===== src/core/ptfe_regs.vh =====
// Constants for the precision-time frame engine
`ifndef PTFE_REGS_VH
`define PTFE_REGS_VH
// Line coding
`define PTFE_PREAMBLE     8'h55
`define PTFE_SFD_EXPRESS  8'hD5
// Engine structure
`define PTFE_DLY_LEN      4'hC
`define PTFE_HDR_LAST     3'h6
`define PTFE_FIFO_WIDTH   9
`define PTFE_FIFO_DEPTH   8
// Frame check sequence, reflected form
`define PTFE_CRC32_POLY   32'hEDB88320
`define PTFE_CRC32_INIT   32'hFFFFFFFF
`define PTFE_CRC32_RESID  32'hDEBB20E3
// Header check byte
`define PTFE_CRC8_POLY    8'h07
`define PTFE_CRC8_INIT    8'h00
// Header field values
`define PTFE_PKT_TYPE     2'h0
`define PTFE_EXT_NOPRE    2'h1
`define PTFE_EXT_PRE      2'h2
// Classification values
`define PTFE_ET_PTP       16'h88F7
`define PTFE_ET_IPV4      16'h0800
`define PTFE_ET_IPV6      16'h86DD
`define PTFE_IP_UDP       8'h11
`define PTFE_V4_VERIHL    8'h45
`define PTFE_PORT_EVT     16'h013F
`define PTFE_PORT_GEN     16'h0140
// Byte offsets from the first byte after the start delimiter
`define PTFE_OFF_ETYPE    16'h000C
`define PTFE_OFF_V4VER    16'h000E
`define PTFE_OFF_V4PROTO  16'h0017
`define PTFE_OFF_V4SUM    16'h001A
`define PTFE_OFF_V4DPORT  16'h0024
`define PTFE_OFF_V4ULEN   16'h0026
`define PTFE_OFF_V4CK     16'h0028
`define PTFE_OFF_V6NXT    16'h0014
`define PTFE_OFF_V6SUM    16'h0016
`define PTFE_OFF_V6DPORT  16'h0038
`define PTFE_OFF_V6ULEN   16'h003A
`define PTFE_OFF_V6CK     16'h003C
`define PTFE_OFF_PTPL2    16'h000E
`define PTFE_OFF_PTPV4    16'h002A
`define PTFE_OFF_PTPV6    16'h003E
// Offsets inside the time-protocol message header
`define PTFE_PTP_CF       16'h0008
`define PTFE_PTP_CF_END   16'h0010
`define PTFE_PTP_RSV      16'h0010
`define PTFE_PTP_RSV_END  16'h0014
// Time
`define PTFE_NS_PER_SEC   31'h3B9ACA00
`endif


===== src/core/ptfe_engine.v =====
// Precision-time frame engine with its output FIFO
`default_nettype none
`include "ptfe_regs.vh"

// Output FIFO, valid/ready on both sides
module ptfe_fifo #(
   parameter WIDTH = `PTFE_FIFO_WIDTH,
   parameter DEPTH = `PTFE_FIFO_DEPTH
) (
   input  wire             clk_sys,
   input  wire             rst_n,
   input  wire             wrValid,
   output wire             wrReady,
   input  wire [WIDTH-1:0] wrData,
   output wire             rdValid,
   input  wire             rdReady,
   output wire [WIDTH-1:0] rdData
);
   localparam AW = $clog2(DEPTH);
   reg [WIDTH-1:0] mem [0:DEPTH-1];   // Storage words
   reg [AW-1:0]    wrPtr_reg;         // Write index
   reg [AW-1:0]    rdPtr_reg;         // Read index
   reg [AW:0]      count_reg;         // Words held
   wire            doWr;
   wire            doRd;

   assign wrReady = (count_reg != DEPTH[AW:0]);
   assign rdValid = (count_reg != {(AW+1){1'b0}});
   assign rdData  = mem[rdPtr_reg];
   assign doWr    = wrValid && wrReady;
   assign doRd    = rdValid && rdReady;

   // Storage write
   always @(posedge clk_sys)
   begin
      if (doWr)
         mem[wrPtr_reg] <= wrData;
   end

   // Pointers and fill count
   always @(posedge clk_sys)
   begin
      if (!rst_n)
      begin
         wrPtr_reg <= {AW{1'b0}};
         rdPtr_reg <= {AW{1'b0}};
         count_reg <= {(AW+1){1'b0}};
      end
      else
      begin
         if (doWr)
            wrPtr_reg <= (wrPtr_reg == DEPTH[AW-1:0] - 1'b1) ? {AW{1'b0}} : wrPtr_reg + 1'b1;
         if (doRd)
            rdPtr_reg <= (rdPtr_reg == DEPTH[AW-1:0] - 1'b1) ? {AW{1'b0}} : rdPtr_reg + 1'b1;
         if (doWr && !doRd)
            count_reg <= count_reg + 1'b1;
         else if (doRd && !doWr)
            count_reg <= count_reg - 1'b1;
      end
   end
endmodule // ptfe_fifo

// Summary of operation
// - One engine per port and direction
// - Time taken from shared local time counter
// - Standalone or header mode selected by input
// - Standalone mode stamps only express unfragmented frames
// - Receive stamps queued for time-protocol frames
// - Receive writes arrival subseconds into reserved field
// - IPv4 UDP checksum checked, bad forces FCS
// - IPv6 UDP checksum checked, pad updated
// - FCS recomputed, bad input keeps bad FCS
// - Transmit departure stamps queued
// - Transmit extracts arrival from reserved field
// - Correction gains departure plus delay minus arrival
// - Transmit fixes FCS, IPv6 pad, clears IPv4
// - Header mode stamps every frame
// - Header mode replaces preamble with header
// - Header packet type is zero
// - Header subport number is port number
// - Extension type follows preemption enable
// - Extension top byte carries preemption state
// - Extension low word holds arrival subseconds
// - Header ends with check byte
module ptfe_engine (
   input  wire        clk_sys,
   input  wire        rst_n,
   input  wire        headerMode,
   input  wire        isTransmit,
   input  wire [1:0]  portNumber,
   input  wire        preemptEnable,
   input  wire [7:0]  preemptState,
   input  wire [15:0] txDelayNs,
   input  wire        udp4Clear,
   input  wire        udp6ZeroCheck,
   input  wire        udp6PadUpdate,
   input  wire [29:0] localSubsec,
   input  wire [7:0]  inData,
   input  wire        inValid,
   input  wire        inLast,
   output wire        inReady,
   output wire [7:0]  outData,
   output wire        outValid,
   output wire        outLast,
   input  wire        outReady,
   output wire        tsqValid,
   output wire [29:0] tsqTime,
   output wire [29:0] tsqArrival
);
   localparam S_PRE   = 2'h0;   // Idle or in preamble
   localparam S_HDR   = 2'h1;   // Sending inserted header
   localparam S_BODY  = 2'h2;   // Frame body through delay line
   localparam S_FLUSH = 2'h3;   // Draining delay line
   localparam C_NONE  = 2'h0;
   localparam C_L2    = 2'h1;
   localparam C_V4    = 2'h2;
   localparam C_V6    = 2'h3;

   // One CRC-32 byte step
   function [31:0] crc32Byte;
      input [31:0] c;
      input [7:0]  d;
      integer      i;
      reg   [31:0] r;
      begin
         r = c ^ {24'h000000, d};
         for (i = 0; i < 8; i = i + 1)
            r = r[0] ? ((r >> 1) ^ `PTFE_CRC32_POLY) : (r >> 1);
         crc32Byte = r;
      end
   endfunction

   // Ones-complement add
   function [15:0] onesAdd;
      input [15:0] a;
      input [15:0] b;
      reg   [16:0] s;
      begin
         s       = {1'b0, a} + {1'b0, b};
         onesAdd = s[15:0] + {15'h0000, s[16]};
      end
   endfunction

   // Byte placed in its checksum word lane
   function [15:0] laneWord;
      input [7:0]  b;
      input [15:0] pos;
      begin
         laneWord = pos[0] ? {8'h00, b} : {b, 8'h00};
      end
   endfunction

   // Header check byte, MSB first
   function [7:0] crc8Hdr;
      input [47:0] d;
      integer      i;
      reg   [7:0]  r;
      begin
         r = `PTFE_CRC8_INIT;
         for (i = 47; i >= 0; i = i - 1)
            r = {r[6:0], 1'b0} ^ ((r[7] ^ d[i]) ? `PTFE_CRC8_POLY : 8'h00);
         crc8Hdr = r;
      end
   endfunction

   reg  [1:0]  state_reg;        // Engine state
   reg         inFrame_reg;      // First byte of frame taken
   reg  [29:0] stamp_reg;        // Captured frame time
   reg  [29:0] arr_reg;          // Extracted arrival time
   reg         express_reg;      // Express start delimiter seen
   reg  [1:0]  cls_reg;          // Frame class
   reg         ptp_reg;          // Time-protocol frame
   reg  [7:0]  hiByte_reg;       // High byte of a 16-bit field
   reg  [15:0] inPos_reg;        // Input body position
   reg  [15:0] outPos_reg;       // Output body position
   reg  [15:0] len_reg;          // Body length incl. FCS
   reg  [3:0]  fill_reg;         // Delay line fill
   reg  [7:0]  dly [0:11];       // Delay line, oldest at 0
   reg  [31:0] crcIn_reg;        // Incoming FCS check
   reg  [31:0] crcOut_reg;       // Outgoing FCS
   reg  [15:0] sum_reg;          // UDP checksum sum
   reg  [15:0] adj_reg;          // Checksum change from edits
   reg         ckNz_reg;         // Checksum field non-zero
   reg  [63:0] cfOrig_reg;       // Original correction
   reg  [7:0]  padLo_reg;        // Low pad byte to send
   reg  [2:0]  hdrIdx_reg;       // Header byte index
   reg         tsqValid_reg;     // Queue push pulse
   reg  [29:0] tsqTime_reg;      // Queued frame time
   reg  [29:0] tsqArrival_reg;   // Queued arrival time
   reg         push;             // Byte to FIFO
   reg  [7:0]  pushByte;         // Byte value
   reg         pushLast;         // Last byte of frame
   reg  [7:0]  modByte;          // Body byte after edits
   wire        fifoInReady;
   wire        accept;
   wire        emitGo;
   wire        bodyEmit;
   wire        isV4;
   wire        isV6;
   wire        touch;
   wire        doPtp;
   wire [15:0] ptpOff;
   wire [15:0] rel;
   wire [15:0] relIn;
   wire [15:0] fcsStart;
   wire        isFcs;
   wire [1:0]  fcsIdx;
   wire [30:0] deltaNs;
   wire [31:0] resNs;
   wire [63:0] cfNew;
   wire [63:0] cfSh;
   wire [31:0] rsvSh;
   wire [31:0] fcsSh;
   wire        inRsv;
   wire        inCf;
   wire        modFld;
   wire        ckHit;
   wire        lenHit;
   wire        sumOn;
   wire        padHi;
   wire        padLo;
   wire [15:0] padNew;
   wire        udpBad;
   wire        frameBad;
   wire [47:0] hdrVec;
   wire [47:0] hdrSh;
   wire [3:0]  dlyWr;

   assign accept   = inValid && inReady;
   assign inReady  = fifoInReady && (state_reg == S_PRE || state_reg == S_BODY);
   assign emitGo   = push && fifoInReady;
   assign bodyEmit = emitGo && state_reg[1];
   assign isV4     = (cls_reg == C_V4);
   assign isV6     = (cls_reg == C_V6);
   assign touch    = express_reg && !headerMode;
   assign doPtp    = touch && ptp_reg;
   assign ptpOff   = isV6 ? `PTFE_OFF_PTPV6 : (isV4 ? `PTFE_OFF_PTPV4 : `PTFE_OFF_PTPL2);
   assign rel      = outPos_reg - ptpOff;
   assign relIn    = inPos_reg - ptpOff;
   assign fcsStart = len_reg - 16'h0004;
   assign isFcs    = (state_reg == S_FLUSH) && touch && (outPos_reg >= fcsStart);
   assign fcsIdx   = outPos_reg[1:0] - fcsStart[1:0];

   // Correction update, wrapping the subsecond difference
   assign deltaNs = (stamp_reg >= arr_reg) ? ({1'b0, stamp_reg} - {1'b0, arr_reg})
                  : ({1'b0, stamp_reg} + `PTFE_NS_PER_SEC - {1'b0, arr_reg});
   assign resNs   = {1'b0, deltaNs} + {16'h0000, txDelayNs};
   assign cfNew   = cfOrig_reg + {16'h0000, resNs, 16'h0000};
   assign cfSh    = cfNew >> {~rel[2:0], 3'h0};
   assign rsvSh   = {2'b00, stamp_reg} >> {~rel[1:0], 3'h0};
   assign inRsv   = doPtp && !isTransmit && rel >= `PTFE_PTP_RSV && rel < `PTFE_PTP_RSV_END;
   assign inCf    = doPtp && isTransmit && rel >= `PTFE_PTP_CF && rel < `PTFE_PTP_CF_END;
   assign modFld  = inRsv || inCf;

   // UDP field positions
   assign ckHit  = touch && cls_reg[1]
                && outPos_reg[15:1] == (isV6 ? `PTFE_OFF_V6CK : `PTFE_OFF_V4CK) >> 1;
   assign lenHit = outPos_reg[15:1] == (isV6 ? `PTFE_OFF_V6ULEN : `PTFE_OFF_V4ULEN) >> 1;
   assign sumOn  = touch && cls_reg[1] && !isFcs
                && outPos_reg >= (isV6 ? `PTFE_OFF_V6SUM : `PTFE_OFF_V4SUM);
   assign padHi  = doPtp && isV6 && udp6PadUpdate && (state_reg == S_FLUSH)
                && outPos_reg == len_reg - 16'h0006;
   assign padLo  = doPtp && isV6 && udp6PadUpdate && (state_reg == S_FLUSH)
                && outPos_reg == len_reg - 16'h0005;
   assign padNew = onesAdd({dly[0], dly[1]}, adj_reg);

   // Receive verdict on the UDP checksum
   assign udpBad = !isTransmit && doPtp && cls_reg[1]
                && ((sum_reg != 16'hFFFF && !(isV4 && !ckNz_reg))
                 || (isV6 && udp6ZeroCheck && !ckNz_reg));
   assign frameBad = (crcIn_reg != `PTFE_CRC32_RESID) || udpBad;
   assign fcsSh    = (frameBad ? crcOut_reg : ~crcOut_reg) >> {fcsIdx, 3'h0};

   // Inserted header fields
   assign hdrVec = {`PTFE_PKT_TYPE, 2'b00, portNumber,
                    preemptEnable ? `PTFE_EXT_PRE : `PTFE_EXT_NOPRE,
                    preemptState,
                    2'b00, stamp_reg};
   assign hdrSh  = hdrVec >> {3'h5 - hdrIdx_reg, 3'h0};
   assign dlyWr  = (fill_reg == `PTFE_DLY_LEN) ? 4'hB : fill_reg;

   // Body byte edits, checked in priority order
   always @*
   begin
      modByte = dly[0];
      if (isFcs)
         modByte = fcsSh[7:0];                 // Fresh FCS
      else if (inRsv)
         modByte = rsvSh[7:0];                 // Arrival into reserved field
      else if (inCf)
         modByte = cfSh[7:0];                  // New correction
      else if (ckHit && isV4 && (!isTransmit || udp4Clear))
         modByte = 8'h00;                      // Cleared checksum
      else if (padHi)
         modByte = padNew[15:8];               // Pad compensation
      else if (padLo)
         modByte = padLo_reg;
   end

   // What goes to the FIFO this cycle
   always @*
   begin
      push     = 1'b0;
      pushByte = modByte;
      pushLast = 1'b0;
      case (state_reg)
         S_PRE:
         begin
            push     = accept && !headerMode;   // Preamble passes in standalone
            pushByte = inData;
         end
         S_HDR:
         begin
            push     = 1'b1;                    // Header replaces preamble
            pushByte = (hdrIdx_reg == `PTFE_HDR_LAST) ? crc8Hdr(hdrVec) : hdrSh[7:0];
         end
         S_BODY:
            push = accept && (fill_reg == `PTFE_DLY_LEN);
         S_FLUSH:
         begin
            push     = (fill_reg != 4'h0);
            pushLast = (fill_reg == 4'h1);
         end
         default:
            push = 1'b0;
      endcase
   end

   // Delay line shift and fill
   always @(posedge clk_sys)
   begin : dlyShift
      integer i;
      if (bodyEmit)
         for (i = 0; i < 11; i = i + 1)
            dly[i] <= dly[i + 1];
      if (accept && state_reg == S_BODY)
         dly[dlyWr] <= inData;
   end

   // Frame sequencing, parsing and checks
   always @(posedge clk_sys)
   begin
      if (!rst_n)
      begin
         state_reg      <= S_PRE;
         inFrame_reg    <= 1'b0;
         stamp_reg      <= 30'h00000000;
         arr_reg        <= 30'h00000000;
         express_reg    <= 1'b0;
         cls_reg        <= C_NONE;
         ptp_reg        <= 1'b0;
         hiByte_reg     <= 8'h00;
         inPos_reg      <= 16'h0000;
         outPos_reg     <= 16'h0000;
         len_reg        <= 16'h0000;
         fill_reg       <= 4'h0;
         crcIn_reg      <= `PTFE_CRC32_INIT;
         crcOut_reg     <= `PTFE_CRC32_INIT;
         sum_reg        <= 16'h0000;
         adj_reg        <= 16'h0000;
         ckNz_reg       <= 1'b0;
         cfOrig_reg     <= 64'h0000000000000000;
         padLo_reg      <= 8'h00;
         hdrIdx_reg     <= 3'h0;
         tsqValid_reg   <= 1'b0;
         tsqTime_reg    <= 30'h00000000;
         tsqArrival_reg <= 30'h00000000;
      end
      else
      begin
         tsqValid_reg <= 1'b0;
         case (state_reg)
            S_PRE:
               if (accept)
               begin
                  if (!inFrame_reg)
                  begin
                     stamp_reg   <= localSubsec;     // Stamp at first byte
                     inFrame_reg <= 1'b1;
                  end
                  if (inData != `PTFE_PREAMBLE)
                  begin
                     express_reg <= (inData == `PTFE_SFD_EXPRESS);
                     state_reg   <= headerMode ? S_HDR : S_BODY;
                     inPos_reg   <= 16'h0000;
                     outPos_reg  <= 16'h0000;
                     fill_reg    <= 4'h0;
                     cls_reg     <= C_NONE;
                     ptp_reg     <= 1'b0;
                     crcIn_reg   <= `PTFE_CRC32_INIT;
                     crcOut_reg  <= `PTFE_CRC32_INIT;
                     sum_reg     <= {8'h00, `PTFE_IP_UDP};
                     adj_reg     <= 16'h0000;
                     ckNz_reg    <= 1'b0;
                     hdrIdx_reg  <= 3'h0;
                  end
               end
            S_HDR:
               if (fifoInReady)
               begin
                  hdrIdx_reg <= hdrIdx_reg + 3'h1;
                  if (hdrIdx_reg == `PTFE_HDR_LAST)
                     state_reg <= S_BODY;
               end
            S_BODY:
               if (accept)
               begin
                  crcIn_reg <= crc32Byte(crcIn_reg, inData);
                  inPos_reg <= inPos_reg + 16'h0001;
                  if (fill_reg != `PTFE_DLY_LEN)
                     fill_reg <= fill_reg + 4'h1;
                  // Classification on the incoming side
                  if (inPos_reg == `PTFE_OFF_ETYPE)
                     hiByte_reg <= inData;
                  if (inPos_reg == `PTFE_OFF_ETYPE + 16'h0001)
                  begin
                     ptp_reg <= ({hiByte_reg, inData} == `PTFE_ET_PTP);
                     if ({hiByte_reg, inData} == `PTFE_ET_PTP)
                        cls_reg <= C_L2;
                     else if ({hiByte_reg, inData} == `PTFE_ET_IPV4)
                        cls_reg <= C_V4;
                     else if ({hiByte_reg, inData} == `PTFE_ET_IPV6)
                        cls_reg <= C_V6;
                  end
                  if (isV4 && inPos_reg == `PTFE_OFF_V4VER && inData != `PTFE_V4_VERIHL)
                     cls_reg <= C_NONE;              // Options not handled
                  if (cls_reg[1] && inData != `PTFE_IP_UDP
                      && inPos_reg == (isV6 ? `PTFE_OFF_V6NXT : `PTFE_OFF_V4PROTO))
                     cls_reg <= C_NONE;
                  if (cls_reg[1] && inPos_reg == (isV6 ? `PTFE_OFF_V6DPORT : `PTFE_OFF_V4DPORT))
                     hiByte_reg <= inData;
                  if (cls_reg[1] && inPos_reg == (isV6 ? `PTFE_OFF_V6DPORT : `PTFE_OFF_V4DPORT)
                      + 16'h0001 && ({hiByte_reg, inData} == `PTFE_PORT_EVT
                      || {hiByte_reg, inData} == `PTFE_PORT_GEN))
                     ptp_reg <= 1'b1;
                  // Message fields captured ahead of their output
                  if (ptp_reg && relIn >= `PTFE_PTP_CF && relIn < `PTFE_PTP_CF_END)
                     cfOrig_reg <= {cfOrig_reg[55:0], inData};
                  if (ptp_reg && relIn >= `PTFE_PTP_RSV && relIn < `PTFE_PTP_RSV_END)
                     arr_reg <= {arr_reg[21:0], inData};   // Low 30 bits kept
                  if (inLast)
                  begin
                     state_reg <= S_FLUSH;
                     len_reg   <= inPos_reg + 16'h0001;
                  end
               end
            S_FLUSH:
               if (fill_reg == 4'h0)
               begin
                  state_reg   <= S_PRE;              // Empty body
                  inFrame_reg <= 1'b0;
               end
               else if (fifoInReady)
               begin
                  fill_reg <= fill_reg - 4'h1;
                  if (fill_reg == 4'h1)
                  begin
                     state_reg      <= S_PRE;
                     inFrame_reg    <= 1'b0;
                     tsqValid_reg   <= doPtp;        // Queue entry
                     tsqTime_reg    <= stamp_reg;
                     tsqArrival_reg <= isTransmit ? arr_reg : stamp_reg;
                  end
               end
            default:
               state_reg <= S_PRE;
         endcase
         // Outgoing-side bookkeeping per body byte
         if (bodyEmit)
         begin
            outPos_reg <= outPos_reg + 16'h0001;
            if (!isFcs)
               crcOut_reg <= crc32Byte(crcOut_reg, modByte);
            if (sumOn)
               sum_reg <= onesAdd(onesAdd(sum_reg, laneWord(dly[0], outPos_reg)),
                                  lenHit ? laneWord(dly[0], outPos_reg) : 16'h0000);
            if (ckHit && dly[0] != 8'h00)
               ckNz_reg <= 1'b1;
            if (modFld)
               adj_reg <= onesAdd(onesAdd(adj_reg, laneWord(dly[0], outPos_reg)),
                                  ~laneWord(modByte, outPos_reg));
            if (padHi)
               padLo_reg <= padNew[7:0];
         end
      end
   end

   // Output buffer toward the far side
   ptfe_fifo #(
      .WIDTH (`PTFE_FIFO_WIDTH),
      .DEPTH (`PTFE_FIFO_DEPTH)
   ) outFifo (
      .clk_sys (clk_sys),
      .rst_n   (rst_n),
      .wrValid (push),
      .wrReady (fifoInReady),
      .wrData  ({pushLast, pushByte}),
      .rdValid (outValid),
      .rdReady (outReady),
      .rdData  ({outLast, outData})
   );

   // One instance serves one direction of one port
   assign tsqValid   = tsqValid_reg;
   assign tsqTime    = tsqTime_reg;
   assign tsqArrival = tsqArrival_reg;
endmodule // ptfe_engine
`default_nettype wire


===== config.mk =====
export PLATFORM = sky130hd
export DESIGN_NAME = ptfe_engine
export DESIGN_NICKNAME = d
export VERILOG_FILES = /design/src/core/ptfe_engine.v
export VERILOG_INCLUDE_DIRS = /design/src /design/src/core
export SDC_FILE = /design/constraint.sdc
export NUM_CORES = 2
export LEC_CHECK = 0
export ABC_AREA = 1
export BUFFER_PORTS_ARGS = -buffer_cell sky130_fd_sc_hd__buf_2
export CAP_MARGIN = 20
export CORE_MARGIN = 2
export CORE_UTILIZATION = 45
export CTS_CLUSTER_DIAMETER = 120
export CTS_CLUSTER_SIZE = 24
export DETAILED_ROUTE_END_ITERATION = 7
export PLACE_DENSITY = 0.57
export SLEW_MARGIN = 20
export SYNTH_ARGS = -nofsm -noshare
export SYNTH_HDL_FRONTEND = slang
export SYNTH_SLANG_ARGS = --single-unit

===== constraint.sdc =====
create_clock -name clk_sys -period 13.4 [get_ports clk_sys]
set_input_delay 0.67 -clock clk_sys [delete_from_list [all_inputs] [get_ports clk_sys]]
set_output_delay 0.67 -clock clk_sys [all_outputs]
set_load 0.1 [all_outputs]

# After elaboration in Yosys (flattened, before gate mapping)
# Memories as Yosys holds them, arrays and structs flattened. A register that Yosys moved wholly into a read port is not among the register bits.
# Cells that the tools add are included.
dict set report classes {
  n_mux 172
  magnitude_cmp 11
  addsub 32
  n_bitwise 112
  reduce_logical 93
  eq_ne 47
  n_shift 4
}
# op count
set op_table {}
lappend op_table {{2-to-1 mux 32 bit} 25}
lappend op_table {{bitwise XOR 8 x 3 -> 8 bit} 39}
lappend op_table {{2-to-1 mux 16 bit} 18}
lappend op_table {{NOT 13 -> 14 bit} 16}
lappend op_table {{2-to-1 mux 3 bit} 51}
lappend op_table {{adder 16 x 16 -> 17 bit} 5}
lappend op_table {{adder 16 x 1 -> 16 bit} 5}
lappend op_table {{2-to-1 mux 8 bit} 9}
lappend op_table {{adder 64 x 48 -> 64 bit} 1}
lappend op_table {{< comparator 16 x 5 -> 1 bit (second input constant)} 4}
lappend op_table {{one-hot mux 32 bit (2 select lines)} 1}
lappend op_table {{>> shifter 64 x 6 -> 8 bit} 1}
lappend op_table {{bitwise XOR 32 x 8 -> 32 bit} 2}
lappend op_table {{logical AND 1 bit} 49}
lappend op_table {{== test 16 bit} 3}
lappend op_table {{== test 16 x 4 -> 1 bit (second input constant)} 3}
lappend op_table {{subtractor 16 x 3 -> 16 bit (second input constant)} 3}
lappend op_table {{>> shifter 44 x 6 -> 8 bit} 1}
lappend op_table {{2-to-1 mux 2 bit} 21}
lappend op_table {{2-to-1 mux 4 bit} 10}
lappend op_table {{bitwise XOR 1 bit} 36}
lappend op_table {{adder 16 x 1 -> 16 bit (second input constant)} 2}
lappend op_table {{adder 31 x 16 -> 32 bit} 1}
lappend op_table {{== test 16 bit (second input constant)} 2}
lappend op_table {{78 further kinds} 163}
dict set report word_totals {
  elab_cells 499
  mem_bits_rw 168
  n_memories 2
  register_bits 370
  out_inout_bits 72
}
# name words width read_ports rd_ports_with_merged_regs wr line_no
set mem_list {}
lappend mem_list {dly 12 8 12 0 12 ptfe_engine.v:178} ;# reg [7:0] dly [0:11];
lappend mem_list {outFifo.mem 8 9 1 1 1 ptfe_engine.v:20} ;# reg [WIDTH-1:0] mem [0:DEPTH-1];

# Depth between registers and ports, before layout
dict set report logic_depth {
  word_depth 121
  depth_mapped 99
}

# By module
# A second synthesis with hierarchy kept.
dict set report hier_totals {
  hier_cells 6599
  hier_area_um2 43858.3
}
# module seq_area_each_um2 n_inst cells_per_inst area_per_inst_um2
set by_module_without_submodules {}
lappend by_module_without_submodules {ptfe_engine 10089.7 1 6265 40244.8}
lappend by_module_without_submodules {ptfe_fifo 2422.3 1 334 3613.5}

# Worst setup path after synthesis
# No wires, ideal clock.
dict set report synth_timing {
  path_kind {register to register}
  from {reg arr_reg[2]}
  to {reg adj_reg[14]}
  stages_incl_launch_ff 96
  path_slack_ns 2.313
  arrival_time_ns 11.017
  t_required_ns 13.330
  path_buffers 3
  path_cell_list {dfxtp_1 > inv_1 > ha_1 > a31oi_1 > o21bai_1 > nand3_1 > nand2_1 > nand2_1 > nand2_1 > nand3_1 > o211ai_1 > nand2_1 > nand2_1 > nand2_1 > nand2_1 > inv_1 > nand2_1 > buf_2 > (+60 left out) > o21bai_1 > ha_1 > ha_1 > inv_1 > nor3_1 > nand2_1 > nor2_1 > inv_1 > or2_2 > nor2_1 > inv_1 > nor3_1 > nand2_1 > nor2_1 > inv_1 > o21ai_0 > nand3_1 > a21oi_1}
}
dict set report synth_between {
  elab_chain_len 14
  word_cells_on_any_way 16
  cone_classes {add/sub (6); order compare (1); shift (1); mux (7); bitwise (1)}
}
# element line_no
set synth_rtl {}
lappend synth_rtl {{start: declaration} ptfe_engine.v:169} ;# reg [29:0] arr_reg;
lappend synth_rtl {{start signal: assignment} ptfe_engine.v:440} ;# arr_reg <= {arr_reg[21:0], inData};
lappend synth_rtl {{subtractor 31 x 30 -> 31 bit (tied with other cells)} ptfe_engine.v:246} ;# : ({1'b0, stamp_reg} + `PTFE_NS_PER_SEC - {1'b0, arr_reg});
lappend synth_rtl {{2-to-1 mux 31 bit *} ptfe_engine.v:245} ;# assign deltaNs = (stamp_reg >= arr_reg) ? ({1'b0, stamp_reg} - {1'b0, arr_reg})
lappend synth_rtl {{adder 31 x 16 -> 32 bit *} ptfe_engine.v:247} ;# assign resNs = {1'b0, deltaNs} + {16'h0000, txDelayNs};
lappend synth_rtl {{adder 64 x 48 -> 64 bit *} ptfe_engine.v:248} ;# assign cfNew = cfOrig_reg + {16'h0000, resNs, 16'h0000};
lappend synth_rtl {{>> shifter 64 x 6 -> 8 bit *} ptfe_engine.v:249} ;# assign cfSh = cfNew >> {~rel[2:0], 3'h0};
lappend synth_rtl {{2-to-1 mux 8 bit *} ptfe_engine.v:290} ;# else if (inCf)
lappend synth_rtl {{2-to-1 mux 8 bit *} ptfe_engine.v:288} ;# else if (inRsv)
lappend synth_rtl {{2-to-1 mux 8 bit *} ptfe_engine.v:286} ;# if (isFcs)
lappend synth_rtl {{2-to-1 mux 16 bit *} ptfe_engine.v:149} ;# laneWord = pos[0] ? {8'h00, b} : {b, 8'h00};
lappend synth_rtl {{NOT 16 bit *} ptfe_engine.v:481} ;# ~laneWord(modByte, outPos_reg));
lappend synth_rtl {{adder 16 x 16 -> 17 bit *} ptfe_engine.v:139} ;# s = {1'b0, a} + {1'b0, b};
lappend synth_rtl {{adder 16 x 1 -> 16 bit *} ptfe_engine.v:140} ;# onesAdd = s[15:0] + {15'h0000, s[16]};
lappend synth_rtl {{2-to-1 mux 16 bit *} ptfe_engine.v:479} ;# if (modFld)
lappend synth_rtl {{2-to-1 mux 16 bit *} ptfe_engine.v:469} ;# if (bodyEmit)
lappend synth_rtl {{end signal: assignment} ptfe_engine.v:480} ;# adj_reg <= onesAdd(onesAdd(adj_reg, laneWord(dly[0], outPos_reg)),
lappend synth_rtl {{end: declaration} ptfe_engine.v:182} ;# reg [15:0] adj_reg;
# Every way passes the cells marked *; elsewhere a longest branch is shown, timed or not.
# A chain may end at the register's enable or synchronous reset.

# Worst setup path in the final report
dict set report layout_timing {
  from {reg arr_reg[1]}
  to {reg adj_reg[14]}
}
# Same word-level chain as after synthesis.

==> impl_metrics.csv <==
group,metric,value,unit
worst_setup_path,crit_required,14.02,ns
worst_setup_path,path_buf_inv,10,
yosys,yosysTopAreaCellShare,16.96,%
finish,drive_above_1_share,4.658,%
detailed_routing,drt_iter0_markers,3586,
detailed_routing,drcViolationCount,0,
worst_setup_path,cp.depth,92,
floorplan,die_w,316.8,µm
worst_setup_path,start_kind,"flip-flop",
global_route,first_global_vias,40880,
finish,layout_common_cells,"1723 x nand2_1, 900 x inv_1, 663 x nor2_1",
detailed_routing,vias_per_cell,5.454,
clock_tree,clock_latency,0.69,ns
detailed_routing,finalWirelength,159.3,mm
finish,final_nets,7152,
global_route,grt.overflow.total,0,
sta,finalHoldViolations,0,
pwr,power_density,260.7,nW/µm²
clock_tree,cts_tree,"done",
yosys,syn-cell-area,44020,µm²
floorplan,initial_utilization,45.45,%
sta,fmax,0.08246,GHz
yosys,syn_nets,7152,
clock_tree,cts_root_buf,"clkbuf_16",
sta,finalCritPeriodShare,90.50,%
worst_setup_path,cpMostUsedCell,"nand2_1",
finish,area_growth,6.668,%
clock_tree,htree_levels,1,
worst_hold_path,min_path_cells,3,
placement,place.port_buffers,146,
yosys,synth_ff_type,"dfxtp_1",
global_route,grt_max_degree,110,
yosys,synth_edf_count,168,
global_route,antenna_found_initial,4,
worst_setup_path,critical_path_class,"flip-flop to flip-flop",
global_route,grtUsageTotal,30.90,%
sta,slew_headroom,32.01,%
detailed_routing,detail-route-antenna-nets,0,
placement,place_congestion,0.9939,
clock_tree,clockBufferDepth,3,
yosys,ys_types,58,
worst_setup_path,r2r_cells,92,
finish,largest_reg_flops,96,
floorplan,die_h,316.8,µm
worst_setup_path,worst_path_max_delay_cell,"ha_1",
worst_hold_path,hp-class,"input port to flip-flop",
run,maxCapViolCount,0,
clock_tree,holdBufCountCts,0,
detailed_routing,drt-wirelength-per-cell,19.71,µm
sta,clock_skew,0.03866,ns
yosys,syn_area_per_cell,6.489,µm²
floorplan,num_rows,114,
global_route,grt_pass1_wl,241.7,mm
worst_setup_path,crit_path_max_fanout,17,
sta,setup-violations-final,0,
sta,post-route-min-period,12.13,ns
sta,worstMarginPinSlew,1.016,ns
status,status,"finished, final reports clean",
clock_tree,cts_num_sinks,541,
yosys,ys_warn_count,0,
worst_setup_path,cp_slowest_stage_delay,0.42,ns
floorplan,io_pins,147,
finish,n_fill_cell,10190,
worst_setup_path,critPathTopFamily,"simple AND/OR/NAND/NOR gates",
yosys,synth-seq-cells,541,
yosys,synth.area.top_cells,"dfxtp_1 17%, nand2_1 15%, edfxtp_1 11%",
pwr,leakage,0.02270,µW
pwr,peakVddDrop,0.0001851,V
worst_setup_path,critPathArrivalTime,12.74,ns
finish,fin_util,48.48,%
clock_tree,clk_pin_slew,0.11,ns
detailed_routing,dr.pass1.iters,8,
sta,setup_ws,1.273,ns
placement,dpl_worst_slack,0.6994,ns
worst_setup_path,crit_path_end_kind,"flip-flop",
clock_tree,numCtsBuffers,30,
yosys,yosysSeqAreaShare,28.42,%
yosys,async_flop_share,0,%
yosys,synth_top_cell_by_area,"dfxtp_1",
placement,dp_hpwl,124.2,mm
finish,final_common_cell,"nand2_1",
detailed_routing,dr_total_vias,44080,
floorplan,die-area,100300,µm²
sta,report.final.slew_viol_count,0,
floorplan,fp.coreArea,96850,µm²
yosys,syn_inst,6784,
## cells by family after synthesis
family,after synthesis,synth area share (%)
buffers and inverters,1144,9.817
and+or+nand+nor,3159,29.88
adders and majority gates,293,8.822
DFF,541,28.42
muxes,3,0.06822
xor gates and xnor gates,322,6.503
AOI/OAI and AO/OA,1322,16.49
## worst reg2reg max path: cells and delay by family, from the launching register on
family	cells	cell delay, ns
simple gates	58	6.28
xor+xnor	1	0.18
flops	1	0.36
buf+inv	10	0.87
compound gates	16	2.21
fa+ha+maj	7	2.10
## where the power goes
| part | leakage (µW) | internal [µW] | switching (µW) |
|---|---|---|---|
| Clock | 0.000477 | 463 | 653 |
| Sequential | 0.00456 | 1950 | 202 |
| Combinational | 0.0177 | 2730 | 6250 |
## area by class of cell
type	count	area, µm²	area share, %
multi-input cells	5099	27270	58.08
flip-flops and latches	541	12520	26.66
inverters	919	3457	7.362
well taps	1276	1597	3.400
repair buffers	193	1116	2.377
clock buffers	44	844.6	1.799
clock inverters	9	148.9	0.3171
diodes	2	5.005	0.01066
## cell usage after synthesis (all sizes together) (11+ instances only)
cell and number:
o21ai 536, a211oi 107, edfxtp 168, clkbuf 197, buf 28, nor3 66
nand4 92, o21bai 33, xnor2 86, nor2 678, fa 29, o211ai 21
inv 908, nand3 492, xor2 234, a31oi 29, clkinv 11, nand2 1755
ha 264, nor4 27, o22ai 18, dfxtp 373, nand3b 25, a21oi 525
## routing by layer
metal / wire, µm / vias to the layer above / global-route usage (%)
li1: - / 22220 / -
met1: 72680 / 20240 / 42.48
met2: 71930 / 1365 / 50.96
met3: 9569 / 247 / 3.372
met4: 5084 / 6 / 9.445
met5: 40 / - / 0
## per-stage QoR
stage	hold WS, ns	TNS [ns]	cells	instance area [µm²]	total power, µW
2_1_floorplan	0.4238	0	6784	44020	8449
3_3_place_gp	0.4409	0	8025	45860	10910
3_5_place_dp	0.4415	0	8025	45860	10920
4_1_cts	0.2422	0	8078	46850	12060
5_1_grt	0.2919	-0.04691	8081	46950	13330
6_report	0.2777	0	8083	46960	12240
## worst paths after layout
check | from | to | slack (ns)
setup reg to reg | arr_reg[1] | adj_reg[14] | 1.27
hold reg to reg | padLo_reg[2] | padLo_reg[2] | 0.46
hold / removal | localSubsec[26] | stamp_reg[26] | 0.28
setup / recovery | arr_reg[1] | adj_reg[14] | 1.27
## repair_timing
| item | CTS | global route |
|---|---|---|
| resized for setup | 0 | 19 |
| setup endpoints to repair | 0 | 7 |
| buffers inserted | 0 | 2 |
No activity file was read; power rests on OpenSTA's default activity.
